## config.mk

```make
export PLATFORM = sky130hd
export DESIGN_NAME = bsl_lock_seq
export DESIGN_NICKNAME = d
export VERILOG_FILES = /design/src/verilog/bsl_chip_timer.v /design/src/verilog/bsl_bit_counter.v /design/src/verilog/bsl_lock_seq.v
export VERILOG_INCLUDE_DIRS = /design/src /design/src/verilog
export SDC_FILE = /design/constraint.sdc
export NUM_CORES = 1
export LEC_CHECK = 0
export ABC_CLOCK_PERIOD_IN_PS = 2500
export BUFFER_PORTS_ARGS = -buffer_cell sky130_fd_sc_hd__clkbuf_2
export CAP_MARGIN = 10
export CORE_ASPECT_RATIO = 1.4
export CORE_MARGIN = 2
export CORE_UTILIZATION = 39
export CTS_CLUSTER_DIAMETER = 200
export CTS_CLUSTER_SIZE = 14
export DETAILED_ROUTE_END_ITERATION = 7
export SYNTH_ARGS = -nofsm -noshare
export SYNTH_HDL_FRONTEND = slang
export SYNTH_HIERARCHICAL = 1
export SYNTH_SLANG_ARGS = --single-unit
export TNS_END_PERCENT = 20
```

## constraint.sdc

```tcl
create_clock -name i_clk -period 2.5 [get_ports i_clk]
set_clock_uncertainty 0.1 [all_clocks]
set_input_delay 0.5 -clock i_clk [delete_from_list [all_inputs] [get_ports i_clk]]
set_output_delay 0.5 -clock i_clk [all_outputs]
set_load 0.005 [all_outputs]
```

## src/verilog/bsl_defines.vh

```
// Timing constants and codes for the bit synchronizer lock sequencer
`ifndef BSL_DEFINES_VH
`define BSL_DEFINES_VH

// Chip-rate clock period in ns (clock runs at chip rate)
`define BSL_CLK_NS          10
// Repetition window, chips per bit at the low rate
`define BSL_REP_CHIPS       8'd128
// Gate widths in chips
`define BSL_WIN_WIDE        8'd8
`define BSL_WIN_NARROW      8'd2
`define BSL_ADV_CHIPS       8'd60
`define BSL_RET_CHIPS       8'd60
`define BSL_BLANK_CHIPS     8'd8
`define BSL_MP_CHIPS        8'd8
// Bit-period counts
`define BSL_LOCK_BITS       6'd10
`define BSL_EOP_BITS        6'd38
// Window positions within the repetition period
`define BSL_WIN_START       8'd60
`define BSL_RET_START       8'd68
// Slew command codes
`define BSL_SLEW_NONE       2'h0
`define BSL_SLEW_ADV        2'h1
`define BSL_SLEW_RET        2'h2
// Loop bandwidth codes
`define BSL_BW_FREE         2'h0
`define BSL_BW_ACQ          2'h1
`define BSL_BW_NARROW       2'h2
// Gain-control mode codes
`define BSL_AGC_RESET       2'h0
`define BSL_AGC_SET         2'h1
`define BSL_AGC_HOLD        2'h2
`define BSL_AGC_BLANK       2'h3

`endif

```

## src/verilog/bsl_chip_timer.v

```verilog
// Chip position counter across one repetition window with bit-period tick
`timescale 1ns/100ps
`include "bsl_defines.vh"

module bsl_chip_timer (
    input  wire       i_clk,
    input  wire       i_arst_n,
    input  wire       i_ce,
    input  wire       i_clr,
    input  wire       i_slip,
    input  wire       i_skip,
    output wire [7:0] o_pos,
    output wire       o_bit_tick
);

    reg  [7:0] pos_ff;
    reg  [7:0] nxt_pos;

    // -----------------------------------------------------------------
    // Position update: slip holds a chip, skip jumps one extra chip
    // -----------------------------------------------------------------
    always @* begin
        if (i_clr) begin
            nxt_pos = 8'h00;
        end else if (i_slip) begin
            nxt_pos = pos_ff;
        end else if (i_skip) begin
            nxt_pos = (pos_ff >= `BSL_REP_CHIPS - 8'd2) ?
                      pos_ff + 8'd2 - `BSL_REP_CHIPS : pos_ff + 8'd2;
        end else begin
            nxt_pos = (pos_ff == `BSL_REP_CHIPS - 8'd1) ? 8'h00 : pos_ff + 8'd1;
        end
    end

    always @(posedge i_clk or negedge i_arst_n) begin
        if (!i_arst_n) begin
            pos_ff <= 8'h00;
        end else if (i_ce) begin
            pos_ff <= nxt_pos;
        end
    end

    assign o_pos      = pos_ff;
    assign o_bit_tick = (pos_ff == `BSL_REP_CHIPS - 8'd1) && !i_slip && !i_clr;

endmodule

```

## src/verilog/bsl_bit_counter.v

```verilog
// Bit-period counter with clear, used for lock and preamble timeouts
`timescale 1ns/100ps
`include "bsl_defines.vh"

module bsl_bit_counter (
    input  wire       i_clk,
    input  wire       i_arst_n,
    input  wire       i_ce,
    input  wire       i_clr,
    input  wire       i_tick,
    output wire [5:0] o_count
);

    reg  [5:0] cnt_ff;

    // -----------------------------------------------------------------
    // Count bit ticks, saturating at the top
    // -----------------------------------------------------------------
    always @(posedge i_clk or negedge i_arst_n) begin
        if (!i_arst_n) begin
            cnt_ff <= 6'h00;
        end else if (i_ce) begin
            if (i_clr) begin
                cnt_ff <= 6'h00;
            end else if (i_tick && cnt_ff != 6'h3f) begin
                cnt_ff <= cnt_ff + 6'h01;
            end
        end
    end

    assign o_count = cnt_ff;

endmodule

```

## src/verilog/bsl_lock_seq.v

```verilog
// Bit synchronizer acquisition, lock and preamble sequencer
`timescale 1ns/100ps
`include "bsl_defines.vh"

module bsl_lock_seq (
    input  wire       i_clk,
    input  wire       i_arst_n,
    input  wire       i_ce,
    input  wire       i_listen_permit,
    input  wire       i_preamble_done,
    input  wire       i_multi_det,
    input  wire       i_peak_win,
    input  wire       i_peak_adv,
    input  wire       i_peak_ret,
    output reg        o_sample_win,
    output reg        o_adv_gate,
    output reg        o_ret_gate,
    output reg  [1:0] o_slew,
    output reg  [1:0] o_loop_bw,
    output reg        o_in_lock,
    output reg        o_carrier_sense,
    output reg        o_sync_done,
    output reg        o_multipath_gate,
    output reg        o_blank,
    output reg  [1:0] o_cagc_mode,
    output reg  [1:0] o_nagc_mode,
    output reg        o_bit_timing
);

    // -----------------------------------------------------------------
    // States, one-hot
    // -----------------------------------------------------------------
    localparam [3:0] ST_IDLE = 4'b0001;
    localparam [3:0] ST_ACQ  = 4'b0010;
    localparam [3:0] ST_LOCK = 4'b0100;
    localparam [3:0] ST_TRK  = 4'b1000;

    reg  [3:0] state_ff;
    reg  [3:0] nxt_state;
    reg        lock_dly_ff;
    reg        clr_bits;
    reg        in_acq;
    reg        in_locked;

    wire [7:0] pos;
    wire       bit_tick;
    wire [5:0] bit_cnt;
    wire       adv_now;
    wire       ret_now;
    wire       wide_now;
    wire       narrow_now;
    wire       mp_now;
    wire       blank_now;
    wire       hit_lock;
    wire       eop_ok;
    reg  [1:0] nxt_slew;

    // -----------------------------------------------------------------
    // Chip and bit counters
    // -----------------------------------------------------------------
    bsl_chip_timer u_chip (
        .i_clk      (i_clk),
        .i_arst_n   (i_arst_n),
        .i_ce       (i_ce),
        .i_clr      (state_ff == ST_IDLE),
        .i_slip     (o_slew == `BSL_SLEW_RET),
        .i_skip     (o_slew == `BSL_SLEW_ADV),
        .o_pos      (pos),
        .o_bit_tick (bit_tick)
    );

    bsl_bit_counter u_bits (
        .i_clk    (i_clk),
        .i_arst_n (i_arst_n),
        .i_ce     (i_ce),
        .i_clr    (clr_bits),
        .i_tick   (bit_tick),
        .o_count  (bit_cnt)
    );

    // -----------------------------------------------------------------
    // Gate decode from chip position
    // -----------------------------------------------------------------
    assign adv_now    = pos < `BSL_ADV_CHIPS;
    assign ret_now    = pos >= `BSL_RET_START &&
                        pos < `BSL_RET_START + `BSL_RET_CHIPS;
    assign wide_now   = pos >= `BSL_WIN_START &&
                        pos < `BSL_WIN_START + `BSL_WIN_WIDE;
    assign narrow_now = pos >= `BSL_WIN_START + 8'd3 &&
                        pos < `BSL_WIN_START + 8'd3 + `BSL_WIN_NARROW;
    assign mp_now     = pos >= `BSL_WIN_START &&
                        pos < `BSL_WIN_START + `BSL_MP_CHIPS;
    assign blank_now  = pos >= `BSL_WIN_START &&
                        pos < `BSL_WIN_START + `BSL_BLANK_CHIPS;

    // Lock test and preamble qualification
    assign hit_lock = bit_tick && bit_cnt == `BSL_LOCK_BITS - 6'd1;
    assign eop_ok   = i_preamble_done && lock_dly_ff;

    // -----------------------------------------------------------------
    // Next-state logic
    // -----------------------------------------------------------------
    always @* begin
        nxt_state = state_ff;
        clr_bits  = 1'b0;
        case (state_ff)
            ST_IDLE: begin
                clr_bits = 1'b1;
                if (i_listen_permit) begin
                    nxt_state = ST_ACQ;
                end
            end
            ST_ACQ: begin
                if (o_slew != `BSL_SLEW_NONE) begin
                    clr_bits = 1'b1;
                end
                if (hit_lock) begin
                    clr_bits = 1'b1;
                    if (i_listen_permit) begin
                        nxt_state = ST_LOCK;
                    end else begin
                        nxt_state = ST_IDLE;
                    end
                end
            end
            ST_LOCK: begin
                if (eop_ok) begin
                    nxt_state = ST_TRK;
                end else if (bit_cnt >= `BSL_EOP_BITS) begin
                    nxt_state = ST_IDLE;
                end
            end
            ST_TRK: begin
                if (!i_listen_permit) begin
                    nxt_state = ST_IDLE;
                end
            end
            default: begin
                nxt_state = ST_IDLE;
                clr_bits  = 1'b1;
            end
        endcase
    end

    // -----------------------------------------------------------------
    // Advance/retard comparison, searching only while acquiring
    // -----------------------------------------------------------------
    always @* begin
        in_acq    = state_ff == ST_ACQ;
        in_locked = state_ff == ST_LOCK || state_ff == ST_TRK;
        nxt_slew  = `BSL_SLEW_NONE;
        // Peak before the window: skip a chip so the window moves earlier
        // Peak after the window: hold a chip so the window moves later
        if (in_acq && bit_tick) begin
            if (i_peak_adv && !i_peak_win) begin
                nxt_slew = `BSL_SLEW_ADV;
            end else if (i_peak_ret && !i_peak_win) begin
                nxt_slew = `BSL_SLEW_RET;
            end
        end
    end

    // -----------------------------------------------------------------
    // Sequencer state and delayed lock
    // -----------------------------------------------------------------
    // The delayed lock keeps a preamble flag that arrives with the lock
    // edge itself from completing the sequence too early
    always @(posedge i_clk or negedge i_arst_n) begin
        if (!i_arst_n) begin
            state_ff    <= ST_IDLE;
            lock_dly_ff <= 1'b0;
        end else if (i_ce) begin
            state_ff    <= nxt_state;
            lock_dly_ff <= o_in_lock;
        end
    end

    // -----------------------------------------------------------------
    // Slew pulse and bit timing
    // -----------------------------------------------------------------
    // Slew lasts one chip so the timer moves by exactly one position
    always @(posedge i_clk or negedge i_arst_n) begin
        if (!i_arst_n) begin
            o_slew       <= `BSL_SLEW_NONE;
            o_bit_timing <= 1'b0;
        end else if (i_ce) begin
            o_slew       <= nxt_slew;
            o_bit_timing <= pos < (`BSL_REP_CHIPS >> 1);                      // Half-bit square wave
        end
    end

    // -----------------------------------------------------------------
    // Sample window and search gates
    // -----------------------------------------------------------------
    // Gates follow the current state, so they lag the state by one chip
    always @(posedge i_clk or negedge i_arst_n) begin
        if (!i_arst_n) begin
            o_sample_win <= 1'b0;
            o_adv_gate   <= 1'b0;
            o_ret_gate   <= 1'b0;
        end else if (i_ce) begin
            // Window narrows once locked
            o_sample_win <= in_locked ? narrow_now : (in_acq && wide_now);
            o_adv_gate   <= in_acq && adv_now;
            o_ret_gate   <= in_acq && ret_now;
        end
    end

    // -----------------------------------------------------------------
    // Lock, carrier sense and completion flags
    // -----------------------------------------------------------------
    // Taken from the next state so the flags rise with the state change
    always @(posedge i_clk or negedge i_arst_n) begin
        if (!i_arst_n) begin
            o_in_lock       <= 1'b0;
            o_carrier_sense <= 1'b0;
            o_sync_done     <= 1'b0;
        end else if (i_ce) begin
            o_in_lock       <= nxt_state == ST_LOCK || nxt_state == ST_TRK;
            o_carrier_sense <= nxt_state == ST_LOCK || nxt_state == ST_TRK;
            o_sync_done     <= nxt_state == ST_TRK;
        end
    end

    // -----------------------------------------------------------------
    // Loop bandwidth command
    // -----------------------------------------------------------------
    // Narrow bandwidth only after completion, to cut tracking jitter
    always @(posedge i_clk or negedge i_arst_n) begin
        if (!i_arst_n) begin
            o_loop_bw <= `BSL_BW_FREE;
        end else if (i_ce) begin
            if (nxt_state == ST_TRK) begin
                o_loop_bw <= `BSL_BW_NARROW;
            end else if (nxt_state == ST_IDLE) begin
                o_loop_bw <= `BSL_BW_FREE;
            end else begin
                o_loop_bw <= `BSL_BW_ACQ;
            end
        end
    end

    // -----------------------------------------------------------------
    // Multipath gate and blanking
    // -----------------------------------------------------------------
    // Gate stays open while searching so no peak is hidden from the loop
    always @(posedge i_clk or negedge i_arst_n) begin
        if (!i_arst_n) begin
            o_multipath_gate <= 1'b1;
            o_blank          <= 1'b0;
        end else if (i_ce) begin
            o_multipath_gate <= in_locked ? mp_now : 1'b1;
            // Blanking only for multi-detector slotted use
            o_blank <= i_multi_det && in_locked && blank_now;
        end
    end

    // -----------------------------------------------------------------
    // Gain control modes
    // -----------------------------------------------------------------
    // Both gain loops freeze at completion for the rest of the packet
    always @(posedge i_clk or negedge i_arst_n) begin
        if (!i_arst_n) begin
            o_cagc_mode <= `BSL_AGC_RESET;
            o_nagc_mode <= `BSL_AGC_RESET;
        end else if (i_ce) begin
            if (nxt_state == ST_TRK) begin
                o_cagc_mode <= `BSL_AGC_HOLD;
                o_nagc_mode <= `BSL_AGC_HOLD;
            end else if (nxt_state == ST_IDLE) begin
                o_cagc_mode <= `BSL_AGC_RESET;
                o_nagc_mode <= `BSL_AGC_RESET;
            end else if (i_multi_det && in_locked && blank_now) begin
                o_cagc_mode <= `BSL_AGC_BLANK;
                o_nagc_mode <= `BSL_AGC_SET;
            end else begin
                o_cagc_mode <= `BSL_AGC_SET;
                o_nagc_mode <= `BSL_AGC_SET;
            end
        end
    end

endmodule

```

Word-level counts from Yosys, hierarchy flattened
Cells that the tools add are included.
{"block": "classes", "n_lt_le_gt_ge": 10, "mux": 27, "addsub": 4, "n_eq_ne": 13, "reduce_logical": 26}
{"cell": "$mux W8", "n": 5}
{"cell": "$lt A8 B7 Y1 const B", "n": 3}
{"cell": "$mux W4", "n": 5}
{"cell": "$ge A8 B6 Y1 const B", "n": 2}
{"cell": "$ge A8 B7 Y1 const B", "n": 2}
{"cell": "$logic_and A1 B1 Y1", "n": 16}
{"cell": "$pmux W4 S4", "n": 1}
{"cell": "$mux W2", "n": 7}
{"cell": "$mux W6", "n": 2}
{"cell": "$add A8 B1 Y8 const B", "n": 1}
{"cell": "$add A8 B2 Y8 const B", "n": 1}
{"cell": "$eq A4 B1 Y1 const B", "n": 2}
{"cell": "$eq A4 B3 Y1 const B", "n": 2}
{"cell": "$eq A4 B4 Y1 const B", "n": 2}
{"cell": "$eq A8 B7 Y1 const B", "n": 1}
{"cell": "$lt A8 B6 Y1 const B", "n": 1}
{"cell": "$lt A8 B8 Y1 const B", "n": 1}
{"cell": "$sub A8 B8 Y8 const B", "n": 1}
{"cell": "$add A6 B1 Y6 const B", "n": 1}
{"cell": "$eq A6 B4 Y1 const B", "n": 1}
{"cell": "$ge A6 B6 Y1 const B", "n": 1}
{"cell": "$ne A6 B6 Y1 const B", "n": 1}
{"cell": "$mux W1", "n": 5}
{"cell": "$eq A4 B2 Y1 const B", "n": 1}
{"cell": "10 further kinds", "n": 15}
{"block": "totals", "word_cells": 95, "ff_bits": 33, "out_inout_bits": 17, "input_bits": 9}

Longest topological paths before layout
Gate-level depths: netlist of the first run.
{"block": "logic_depth", "ltp_word": 10, "mapped_depth": 10, "depth_no_buf": 9}

Cells and area by module
The synthesis of the first run kept the hierarchy.
{"mod": "bsl_lock_seq", "area_per_inst_um2": 1029.7, "seq_area_each_um2": 427.9, "cells_each": 104, "n_inst": 1}
{"mod": "bsl_chip_timer", "area_per_inst_um2": 569.3, "seq_area_each_um2": 200.2, "cells_each": 67, "n_inst": 1}
{"mod": "bsl_bit_counter", "area_per_inst_um2": 386.6, "seq_area_each_um2": 150.1, "cells_each": 38, "n_inst": 1}

Worst setup path after synthesis of the first run
OpenSTA, ideal clock, no wires.
{"block": "synth_path", "path_kind": "flip-flop to flip-flop", "start": "reg state_ff[0]", "end": "reg u_bits.cnt_ff[1], in the netlist u_bits/o_count[1]", "path_buffers": 0, "t_arrival_ps": 2332, "period_less_slack_ps": 2578, "slack_ps": -78, "stages_incl_launch_ff": 10, "setup_ps": 146, "t_required_ps": 2254, "path_cell_list": "dfstp_2 nor4b_2 nor4b_1 and3_1 nor4bb_1 nand3_1 a21oi_1 and2b_1 o2111ai_1 o311ai_1"}
{"block": "synth_between", "elab_chain_cells": 8, "word_cells_on_any_way": 14, "cone_classes": "4 x eq/ne; 3 x mux; 7 x reduce/logical"}
{"item": "start: declaration", "line_no": "bsl_lock_seq.v:38", "rtl": "reg [3:0] state_ff;"}
{"item": "start signal: assignment", "line_no": "bsl_lock_seq.v:173", "rtl": "state_ff <= nxt_state;"}
{"item": "$eq A4 B1 Y1 *", "line_no": "bsl_lock_seq.v:65", "rtl": ".i_clr (state_ff == ST_IDLE),"}
{"item": "$logic_not A1 Y1 *", "line_no": "bsl_chip_timer.v:44", "rtl": "assign o_bit_tick = (pos_ff == `BSL_REP_CHIPS - 8'd1) && !i_slip && !i_clr;"}
{"item": "$logic_and A1 B1 Y1 *", "line_no": "bsl_chip_timer.v:44"}
{"item": "net bit_tick", "line_no": "bsl_lock_seq.v:46", "rtl": "wire bit_tick;"}
{"item": "$logic_and A1 B1 Y1 *", "line_no": "bsl_lock_seq.v:97", "rtl": "assign hit_lock = bit_tick && bit_cnt == `BSL_LOCK_BITS - 6'd1;"}
{"item": "$mux W1 *", "line_no": "bsl_lock_seq.v:117", "rtl": "if (hit_lock) begin"}
{"item": "$pmux W1 S2 *", "line_no": "bsl_lock_seq.v:106", "rtl": "case (state_ff)"}
{"item": "net clr_bits", "line_no": "bsl_lock_seq.v:41", "rtl": "reg clr_bits;"}
{"item": "$reduce_bool A2 Y1 (no source line)"}
{"item": "$reduce_and A2 Y1 (no source line)"}
{"item": "end signal: assignment", "line_no": "bsl_bit_counter.v:26", "rtl": "cnt_ff <= cnt_ff + 6'h01;"}
{"item": "end: declaration", "line_no": "bsl_bit_counter.v:14", "rtl": "reg [5:0] cnt_ff;"}
Mark *: on every way through the listed nets, which the timed path passes. The rest lies on a longest branch.
A chain may end at the register's enable or synchronous reset.

Worst setup path in the final report of the first run
Same ends and word-level chain as after synthesis.

==> results of run 1 <==
-- cell type report --
class | instances | area [µm²] | area share, %
Clock buffer | 6 | 82.6 | 3.43
Clock inverter | 2 | 35.0 | 1.45
Timing Repair Buffer | 44 | 268 | 11.1
Sequential cell | 31 | 778 | 32.3
Inverter | 15 | 56.3 | 2.34
Multi-Input combinational cell | 151 | 1110 | 46.1
Tap cell | 64 | 80.1 | 3.32
-- timing repair --
action | in CTS | in global routing
setup buffers | 0 | 1
resized for setup | 0 | 5
endpoints found under the setup margin | 0 | 9
-- worst paths after layout --
path / from / end / cells past startpoint
worst min register to register: o_multipath_gate$_DFFE_PN1P_ / o_multipath_gate$_DFFE_PN1P_ / 2
max in group asynchronous: i_arst_n / o_adv_gate$_DFFE_PN0P_ / 1
worst min-delay path: i_arst_n / u_bits/o_count[0]$_DFFE_PN0P_ / 1
worst max register to register: state_ff[0]$_DFFE_PN1P_ / u_bits/o_count[1]$_DFFE_PN0P_ / 9
worst max-delay path: state_ff[0]$_DFFE_PN1P_ / u_bits/o_count[1]$_DFFE_PN0P_ / 9
min in group i_clk: i_peak_adv / o_slew[0]$_DFFE_PN0P_ / 3
-- worst register-to-register path, delay by kind of cell, from the launching register on --
family | cells | cell delay, ns
AND/OR/NAND/NOR | 6 | 1.27
AO/OA/AOI/OAI | 3 | 0.45
flip-flops | 1 | 0.37
-- power by group through the flow --
| stage | registers [µW] | clock network, µW | logic [µW] |
|---|---|---|---|
| 6_report | 633 | 517 | 609 |
| 5_1_grt | 646 | 555 | 669 |
| 4_1_cts | 634 | 530 | 602 |
| 3_5_place_dp | 644 | 0 | 600 |
| 3_3_place_gp | 640 | 0 | 600 |
| 2_1_floorplan | 666 | 0 | 364 |
-- routing by layer --
layer | routed length, µm | track usage (%) | vias to the layer above
li1 | - | - | 857
met1 | 2090 | 20.9 | 827
met2 | 2570 | 34.0 | 38
met3 | 163 | 2.80 | 10
met4 | 91 | 7.74 | 0
met5 | 0 | 0 | -
-- cells in the final DEF (no fill, tap or decap), types with 10 or more instances in the layout --
cell type	synthesis	layout
clkbuf_2	0	25
nor2_1	17	17
dfrtp_1	29	29
nand2_1	10	10
buf_4	5	19
inv_1	15	15
-- registers in the layout, summed over array words and instances, names as in the netlist, 2 cells and up --
register,flops
o_slew,2
state_ff,4
u_bits/o_count,6
u_chip/o_pos,8
-- stage by stage --
step                      power (µW)  utilization, %  area [µm²]  TNS (ns)
after floorplan                 1030               -        1990         0
after global placement          1240            46.2        2250         0
after detailed placement        1240            46.2        2250         0
after CTS                       1770            48.6        2370         0
after global routing            1870            49.4        2410  -0.00751
final                           1760            49.4        2410         0
-- logic make-up (layout without fill, tap and decap cells) --
kind of cell / Yosys count / in the layout / synth area share [%]
buf+inv: 27 / 67 / 6.62
mux: 5 / 5 / 3.34
fa+ha+maj: 4 / 4 / 2.52
simple gates: 83 / 83 / 25.7
flops: 31 / 31 / 39.2
compound gates: 54 / 54 / 20.4
xor+xnor: 5 / 5 / 2.21
==> summary.md, run 1 <==
| Metric | Value |
|---|---|
| Share of cells above drive strength 1 | `31.3%` |
| Initial Utilization | `40.7%` |
| Cell with the most instances after synthesis | `dfrtp_1` |
| Post-synth top cells | `dfrtp_1, nor2_1, inv_1` |
| Mapped Area | `1990 µm²` |
| Antenna violations before repair | `0` |
| TritonCTS clock tree | `done` |
| Crit start category | `register` |
| Crit-path cells | `nor4b_2 -> nor4b_2 -> and3_1 -> nor4bb_4 -> nand3_2 -> a21oi_2 -> and2b_1 -> o2111ai_1 -> o311ai_1` |
| I/O pin cnt | `26` |
| Core ar. | `4880 µm²` |
| # hold bufs at CTS | `0` |
| Clock power share | `29.4%` |
| First-pass GRT wire length | `8110 µm` |
| Worst vdd ir | `399 µV` |
| CP Max Fanout | `4` |
| Chip height | `88.4 µm` |
| Most used cell, CP | `nor4b_2` |
| R2r setup slk | `0.20 ns` |
| Worst slew margin | `46.8%` |
| Seq/Total Area, Yosys | `39.2%` |
| Largest delay share family, worst path | `simple AND/OR/NAND/NOR gates` |
| Sequential fraction of design power | `36.0%` |
| H-tree level count | `2` |
| Post-detail-place hpwl | `3560 µm` |
| Fillcell total | `490` |
| Synth Register Bits | `31` |
| Worst Path Required | `2.55 ns` |
| Syn_nets | `222` |
| Wirelength per Cell | `15.7 µm` |
| N_diodes | `0` |
| Worst-skew pair later-pin latency | `0.28 ns` |
| Syn Area/Cell | `9.50 µm²` |
| Warning count from the yosys run | `6` |
| Final wirelength | `4910 µm` |
| Yosys top cell by area | `dfrtp_1` |
| TritonRoute pass-1 iters | `4` |
| Most used DFF post-synth | `dfrtp_1` |
| GPL Wtd Cong | `0.883` |
| Post-Place Worst Slack | `0.107 ns` |
| Pin count of the biggest net entering global routing | `42` |
| # DRC | `0` |
| CP max stage delay | `0.37 ns` |
| Overall Global Routing Usage | `18.3%` |
| Internal Power | `1190 µW` |
| Post-layout minimum cycle time | `2.30 ns` |
| Number of flops mapped to enable cells by yosys | `0` |
| CTS Sinks | `31` |
| Worst slew pin tran | `0.798 ns` |
| FP Rows | `30` |
| CP bufs+invs | `0` |
| Maximum root-to-sink buffer count | `2` |
| Final net count | `261` |
| Final worst path period share | `92.1%` |
| Post-Synthesis Cells | `209` |
| Cts bufs inserted | `5` |
| Slew Limit Fails | `0` |
| Via count | `1732` |
| Status | `completed` |
| Port bufs | `25` |
| Fmax | `434 MHz` |
| Die Footprint | `5690 µm²` |
| Synth area leaders | `dfrtp_1, nor2_1, inv_1` |
| Net Sw Power | `574 µW` |
| Max Cap Violations | `0` |
| Crit Path Class | `register to register` |
| Post-route insts no fill | `313` |
| Setup ws final | `0.197 ns` |
| Hold/Removal Path Class | `input pin to asynchronous set/reset pin` |
| Via density per instance | `5.53` |
| Synth cell types | `62` |
| Synth top area share | `36.5%` |
| Area grow syn2layout | `21.4%` |
| Post-route ant nets | `0` |
| Net Sw Frac | `32.6%` |
| GR Overflow Total | `0` |
| DRT iter0 DRCs | `103` |
| P per Cell Area | `730 nW/µm²` |
| Leakage power | `0.00108 µW` |
| CTS Root Cell | `clkbuf_8` |
| Vias in the first global route | `1701` |
| CTS clk-pin slew, worst paths | `0.07 ns` |
| Final-report hold violation count | `0` |
| Final setup viols | `0` |
| Asr flop ratio synth | `100%` |
| CP max stage cell | `dfstp_2` |
| Worst setup EP type | `register` |
| WP data arrival | `2.35 ns` |
| Worst hold slack | `0.198 ns` |
| Combinational fraction of design power | `34.6%` |
| Die Width | `64.3 µm` |
| Placed cell count | `304` |
Note: power is estimated with default switching activity, not from simulation.
==> run 2, diff against run 1 <==
--- a/config.mk
+++ b/config.mk
@@ -6,7 +6,7 @@
 export SDC_FILE = /design/constraint.sdc
 export NUM_CORES = 1
 export LEC_CHECK = 0
-export ABC_CLOCK_PERIOD_IN_PS = 2500
+export ABC_CLOCK_PERIOD_IN_PS = 3000
 export BUFFER_PORTS_ARGS = -buffer_cell sky130_fd_sc_hd__clkbuf_2
 export CAP_MARGIN = 10
 export CORE_ASPECT_RATIO = 1.4
@@ -15,6 +15,7 @@
 export CTS_CLUSTER_DIAMETER = 200
 export CTS_CLUSTER_SIZE = 14
 export DETAILED_ROUTE_END_ITERATION = 7
+export REMOVE_ABC_BUFFERS = 1
 export SYNTH_ARGS = -nofsm -noshare
 export SYNTH_HDL_FRONTEND = slang
 export SYNTH_HIERARCHICAL = 1
==> constraint.sdc (replaced) <==
create_clock -name i_clk -period 3 [get_ports i_clk]
set_clock_uncertainty 0.1 [all_clocks]
set_input_delay 0.6 -clock i_clk [delete_from_list [all_inputs] [get_ports i_clk]]
set_output_delay 0.6 -clock i_clk [all_outputs]
set_load 0.005 [all_outputs]
==> run 2 against run 1 <==
Net effect: register-to-register slack improved by 0.03 ns; worst setup slack improved by 0.029 ns; highest routed layer unchanged; hold slack improved by 0.10 ns; clock power fell by 15%; global-route usage fell by 0.078 points; non-clock buffer count fell by 15; sequential cell count did not move; sequential power fell by 9.5%; combinational power fell by 36%; critical endpoint is now u_bits/o_count[0]$_DFFE_PN0P_; largest cell class unchanged; core utilization fell by 3.0 points.
==> summary.md, run 2 (same netlist as run 1, synthesis figures left out) <==
| Metric | Value |
|---|---|
| CTS clk-pin slew, worst paths | `0.07 ns (about the same)` |
| Slew Limit Fails | `0 (unchanged)` |
| Cts bufs inserted | `5 (unchanged)` |
| P per Cell Area | `620 nW/µm² (-15%)` |
| Fmax | `361 MHz (-17%)` |
| Worst slew pin tran | `0.830 ns (+0.0311 ns)` |
| FP Rows | `30 (unchanged)` |
| Leakage power | `0.000997 µW (-7.5%)` |
| Max Cap Violations | `0 (unchanged)` |
| Worst Path Required | `3.06 ns (+0.51 ns)` |
| Final net count | `246 (-5.7%)` |
| Largest register FFs | `8 (unchanged)` |
| Final wirelength | `4850 µm (-1.2%)` |
| Most frequent cells in the layout | `dfrtp_1, clkbuf_2, nor2_1, inv_1, nand2_1` |
| DP Area | `2150 µm² (-4.8%)` |
| I/O pin cnt | `26 (unchanged)` |
| Commonest non-fill, non-tap cell in the layout | `dfrtp_1` |
| First-pass GRT wire length | `7890 µm (-2.8%)` |
| Pin count of the biggest net entering global routing | `42 (unchanged)` |
| Worst slew margin | `44.7% (-2.1 points)` |
| Via density per instance | `5.67 (+2.5%)` |
| # hold bufs at CTS | `0 (unchanged)` |
| Post-layout minimum cycle time | `2.77 ns (+0.471 ns)` |
| H-tree level count | `2 (unchanged)` |
| Wirelength per Cell | `16.3 µm (+3.8%)` |
| Via count | `1690 (-2.4%)` |
| WP data arrival | `2.84 ns (+0.49 ns)` |
| Post-CTS Setup Bufs | `0 (unchanged)` |
| Post-route cell area | `2260 µm² (-6.1%)` |
| N_diodes | `0 (unchanged)` |
| TritonRoute pass-1 iters | `4 (unchanged)` |
| Port bufs | `25 (unchanged)` |
| CTS Root Cell | `clkbuf_8` |
| RSZ-0062 raised after global routing | `no` |
| Final setup viols | `0 (unchanged)` |
| Post-route ant nets | `0 (unchanged)` |
| Crit Path Class | `register to register` |
| Antenna violations before repair | `0 (unchanged)` |
| Final worst path period share | `92.5% (+0.35 points)` |
| CP Max Fanout | `8 (+4)` |
| Setup TNS | `0 ns (unchanged)` |
| Crit start category | `register` |
| Post-CTS resize count | `0 (unchanged)` |
| Chip height | `88.4 µm (unchanged)` |
| Worst vdd ir | `370 µV (-7.3%)` |
| GPL Wtd Cong | `0.869 (-1.6%)` |
| Initial Utilization | `40.7% (unchanged)` |
| Worst-skew pair later-pin latency | `0.29 ns (about the same)` |
| Die Footprint | `5690 µm² (unchanged)` |
| TritonCTS clock tree | `done` |
| # DRC | `0 (unchanged)` |
| Final-report hold violation count | `0 (unchanged)` |
| Core ar. | `4880 µm² (unchanged)` |
| Status | `completed` |
| Hold/Removal Path Class | `input pin to asynchronous set/reset pin` |
| GR Overflow Total | `0 (unchanged)` |
| Post-detail-place hpwl | `3520 µm (-1.0%)` |
| CTS Sinks | `31 (unchanged)` |
| Vias in the first global route | `1579 (-7.2%)` |
| Overall Global Routing Usage | `18.3% (-0.078 points)` |
| Final core utilization | `46.4% (-3.0 points)` |
| Share of cells above drive strength 1 | `24.8% (-6.5 points)` |
| DRT iter0 DRCs | `86 (-17%)` |
| Maximum root-to-sink buffer count | `2 (unchanged)` |
| Die Width | `64.3 µm (unchanged)` |
| Worst setup EP type | `register` |
| Area grow syn2layout | `14.0%` |
[run 2: cell count changes in the layout (fill, tap and decap cells not counted), sizes merged]
cell  before  now
buf       19    4
[run 2: path summary, 6_finish.rpt]
check | cells past startpoint | from | end | slack, ns
setup reg to reg | 10 | u_chip/o_pos[1]$_DFFE_PN0P_ | u_bits/o_count[0]$_DFFE_PN0P_ | 0.23
hold / removal | 1 | i_arst_n | u_bits/o_count[0]$_DFFE_PN0P_ | 0.30
setup / recovery | 10 | u_chip/o_pos[1]$_DFFE_PN0P_ | u_bits/o_count[0]$_DFFE_PN0P_ | 0.23
hold reg to reg | 2 | o_multipath_gate$_DFFE_PN1P_ | o_multipath_gate$_DFFE_PN1P_ | 0.40
max in group asynchronous | 1 | i_arst_n | u_chip/o_pos[2]$_DFFE_PN0P_ | 1.98
min in group i_clk | 2 | o_multipath_gate$_DFFE_PN1P_ | o_multipath_gate$_DFFE_PN1P_ | 0.40
[run 2: cell type report]
type                            instances  area (µm²)
Timing Repair Buffer                   29         155
Clock buffer                            6        82.6
Fill cell                             500        2620
Clock inverter                          2        35.0
Inverter                               15        56.3
Tap cell                               64        80.1
Multi-Input combinational cell        151        1080
Sequential cell                        31         778
[run 2: metrics by stage]
stage | power [µW] | hold WS, ns | instances | worst slack, ns
2_1_floorplan | 822 | 0.204 | 197 | 0.419
3_3_place_gp | 963 | 0.381 | 290 | 0.448
3_5_place_dp | 968 | 0.386 | 290 | 0.263
4_1_cts | 1410 | 0.324 | 298 | 0.250
5_1_grt | 1490 | 0.366 | 298 | 0.0269
6_report | 1400 | 0.300 | 298 | 0.226
[run 2: metal layers]
metal	vias to the layer above	track usage [%]	share of wire, %
met3	9	3.18	2.8
met1	831	21.0	42
met5	-	0	0
li1	819	-	-
met4	0	9.09	2.7
met2	31	32.7	53
[run 2: worst max-delay path, cell delays in order (launching register included)]
cell       delay (ns)
dfrtp_1          0.46
ha_1             0.25
nor4b_1          0.22
and3_1           0.36
nor4bb_1         0.35
nand3_1          0.20
a21oi_1          0.26
buf_4            0.19
nor2_1           0.05
o2111ai_1        0.10
o311ai_1         0.11
[run 2: power by group]
part	internal [µW]	total, µW	switching, µW
logic	189	392	202
registers	482	573	90.8
clock network	269	439	171
==> run 3, diff against run 2 <==
--- a/config.mk
+++ b/config.mk
@@ -15,7 +15,6 @@
 export CTS_CLUSTER_DIAMETER = 200
 export CTS_CLUSTER_SIZE = 14
 export DETAILED_ROUTE_END_ITERATION = 7
-export REMOVE_ABC_BUFFERS = 1
 export SYNTH_ARGS = -nofsm -noshare
 export SYNTH_HDL_FRONTEND = slang
 export SYNTH_HIERARCHICAL = 1
==> run 3 against run 2 <==
Net effect: cell count grew 0.34%; first-iteration DRC count shrank 9.3%; total power grew 0.50%; non-clock buffer count grew 1; die area is the same; register-to-register slack gained 0.12 ns; core utilization grew 0.15 points; routed wire length shrank 2.1%.
==> summary.md, run 3 (same netlist as run 1, synthesis figures left out) <==
| Metric | Value |
|---|---|
| Worst vdd ir | `308 µV (-17%)` |
| Vias in the first global route | `1634 (+3.5%)` |
| Status | `completed` |
| TritonRoute pass-1 iters | `4 (unchanged)` |
| Share of cells above drive strength 1 | `25.1% (+0.32 points)` |
| Final-report hold violation count | `0 (unchanged)` |
| Chip height | `88.4 µm (unchanged)` |
| M3 GR Usage | `3.05% (-0.13 points)` |
| Reg-to-reg startpoint | `u_chip/o_pos[1]$_DFFE_PN0P_` |
| Antenna violations before repair | `0 (unchanged)` |
| Leakage power | `0.00100 µW (+0.52%)` |
| CTS Sinks | `31 (unchanged)` |
| Pin count of the biggest net entering global routing | `42 (unchanged)` |
| CP Max Fanout | `8 (unchanged)` |
| Initial Utilization | `40.7% (unchanged)` |
| Grt peak-use layer | `met2` |
| Overall Global Routing Usage | `17.8% (-0.44 points)` |
| # DRC | `0 (unchanged)` |
| Via density per instance | `5.72 (+0.79%)` |
| Final core utilization | `46.5% (+0.15 points)` |
| Placed cell count | `291 (+0.34%)` |
| TritonCTS clock tree | `done` |
| Slew Limit Fails | `0 (unchanged)` |
| Post-CTS resize count | `0 (unchanged)` |
| Max Cap Violations | `0 (unchanged)` |
| Net Sw Frac | `32.9% (-0.13 points)` |
| Commonest non-fill, non-tap cell in the layout | `dfrtp_1` |
| Post-route ant nets | `0 (unchanged)` |
| Final setup viols | `0 (unchanged)` |
| Worst setup path startpoint | `u_chip/o_pos[1]$_DFFE_PN0P_` |
| GPL Wtd Cong | `0.846 (-2.7%)` |
| CP max stage delay | `0.46 ns (about the same)` |
| Largest register FFs | `8 (unchanged)` |
| H-tree level count | `2 (unchanged)` |
| Worst-skew pair later-pin latency | `0.29 ns (about the same)` |
| CTS clk-pin slew, worst paths | `0.07 ns (about the same)` |
| WP data arrival | `2.71 ns (-0.13 ns)` |
| Setup TNS | `0 ns (unchanged)` |
| Setup ws final | `0.350 ns (+0.124 ns)` |
| P per Cell Area | `622 nW/µm² (+0.17%)` |
| Sequential fraction of design power | `40.3% (-0.5 points)` |
| Die Width | `64.3 µm (unchanged)` |
| Combinational fraction of design power | `28.6% (+0.7 points)` |
| Fmax | `377 MHz (+4.7%)` |
| Final wirelength | `4750 µm (-2.1%)` |
| I/O pin cnt | `26 (unchanged)` |
| Post-Place Worst Slack | `0.359 ns (+0.0962 ns)` |
| Crit start category | `register` |
| First-pass GRT wire length | `7790 µm (-1.2%)` |
| Wirelength per Cell | `15.9 µm (-2.4%)` |
| Fillcell total | `498 (-0.40%)` |
| Post-CTS Setup Bufs | `0 (unchanged)` |
| Via count | `1709 (+1.1%)` |
| Hold/Removal Path Class | `input pin to asynchronous set/reset pin` |
| Worst setup EP type | `register` |
| Port bufs | `25 (unchanged)` |
| RSZ-0062 raised after global routing | `no` |
| Net Sw Power | `465 µW (+0.12%)` |
| Maximum root-to-sink buffer count | `2 (unchanged)` |
| Worst hold slack | `0.296 ns (-0.00388 ns)` |
| Post-layout minimum cycle time | `2.65 ns (-0.124 ns)` |
| GR Overflow Total | `0 (unchanged)` |
| Final net count | `247 (+0.41%)` |
| Worst Path Required | `3.06 ns (about the same)` |
| CP max stage cell | `dfrtp_1` |
| Post-route insts no fill | `299 (+0.34%)` |
| Core ar. | `4880 µm² (unchanged)` |
| Crit Path Class | `register to register` |
| DRT iter0 DRCs | `78 (-9.3%)` |
| Largest delay share family, worst path | `simple AND/OR/NAND/NOR gates` |
| Crit-path cells | `ha_1 -> nor4b_1 -> and3_1 -> nor4bb_1 -> nand3_1 -> a21oi_1 -> buf_4 -> nor2_1 -> o2111ai_1 -> o311ai_1` |
| Worst slew margin | `46.0% (+1.3 points)` |
| Worst slew pin tran | `0.811 ns (-0.0190 ns)` |
| CTS Root Cell | `clkbuf_8` |
| Most frequent cells in the layout | `dfrtp_1, clkbuf_2, nor2_1, inv_1, nand2_1` |
| Clock power share | `31.1% (-0.2 points)` |
| Cts bufs inserted | `5 (unchanged)` |
| Die Footprint | `5690 µm² (unchanged)` |
| # hold bufs at CTS | `0 (unchanged)` |
| Met1 Usage GRT | `21.6% (+0.60 points)` |
| Area grow syn2layout | `14.4%` |
| Internal Power | `947 µW (+0.69%)` |
| Final worst path period share | `88.3% (-4.1 points)` |
| CP bufs+invs | `1 (unchanged)` |
| N_diodes | `0 (unchanged)` |
| M2 GR Usage | `30.9% (-1.8 points)` |
| Post-detail-place hpwl | `3340 µm (-5.3%)` |
| FP Rows | `30 (unchanged)` |
[run 3: changes by cell type in the layout (fill, tap and decap cells not counted), sizes merged]
| cell | before | now |
|---|---|---|
| buf | 4 | 5 |
[run 3: cell type report]
class	count	area, µm²	area share (%)
clock buffers	6	82.6	3.64
clock inverters	2	35.0	1.54
inverters	15	56.3	2.48
well taps	64	80.1	3.53
repair buffers	30	163	7.16
multi-input cells	151	1080	47.4
flip-flops and latches	31	778	34.3
[run 3: final timing paths]
check | slack [ns] | endpoint | cells past startpoint
worst max-delay path | 0.35 | u_bits/o_count[0]$_DFFE_PN0P_ | 10
worst min-delay path | 0.30 | u_bits/o_count[0]$_DFFE_PN0P_ | 1
worst max register to register | 0.35 | u_bits/o_count[0]$_DFFE_PN0P_ | 10
worst min register to register | 0.39 | o_multipath_gate$_DFFE_PN1P_ | 2
max in group asynchronous | 1.99 | u_chip/o_pos[2]$_DFFE_PN0P_ | 1
min in group i_clk | 0.39 | o_multipath_gate$_DFFE_PN1P_ | 2
[run 3: power by group through the flow]
| stage | Clock, µW | Combinational (µW) | Sequential [µW] |
|---|---|---|---|
| after global routing | 460 | 453 | 580 |
| after global placement | 0 | 403 | 573 |
| after CTS | 447 | 405 | 568 |
| final | 439 | 403 | 569 |
| after floorplan | 0 | 301 | 555 |
| after detailed placement | 0 | 401 | 577 |
[run 3: stage by stage]
stage / power [µW] / instance area (µm²)
floorplan: 856 / 1990
global placement: 976 / 2150
detailed placement: 978 / 2150
CTS: 1420 / 2270
global route: 1490 / 2270
finish: 1410 / 2270
[run 3: worst register-to-register path: stages, from the launching register on]
cell       delay (ns)
dfrtp_1          0.46
ha_1             0.25
nor4b_1          0.22
and3_1           0.36
nor4bb_1         0.31
nand3_1          0.18
a21oi_1          0.20
buf_4            0.18
nor2_1           0.05
o2111ai_1        0.09
o311ai_1         0.12
[run 3: per-layer routing]
metal,part of all wire [%],up-vias
met3,3.1,7
met2,51,34
met5,0,-
met1,44,843
met4,2.2,0
li1,-,825
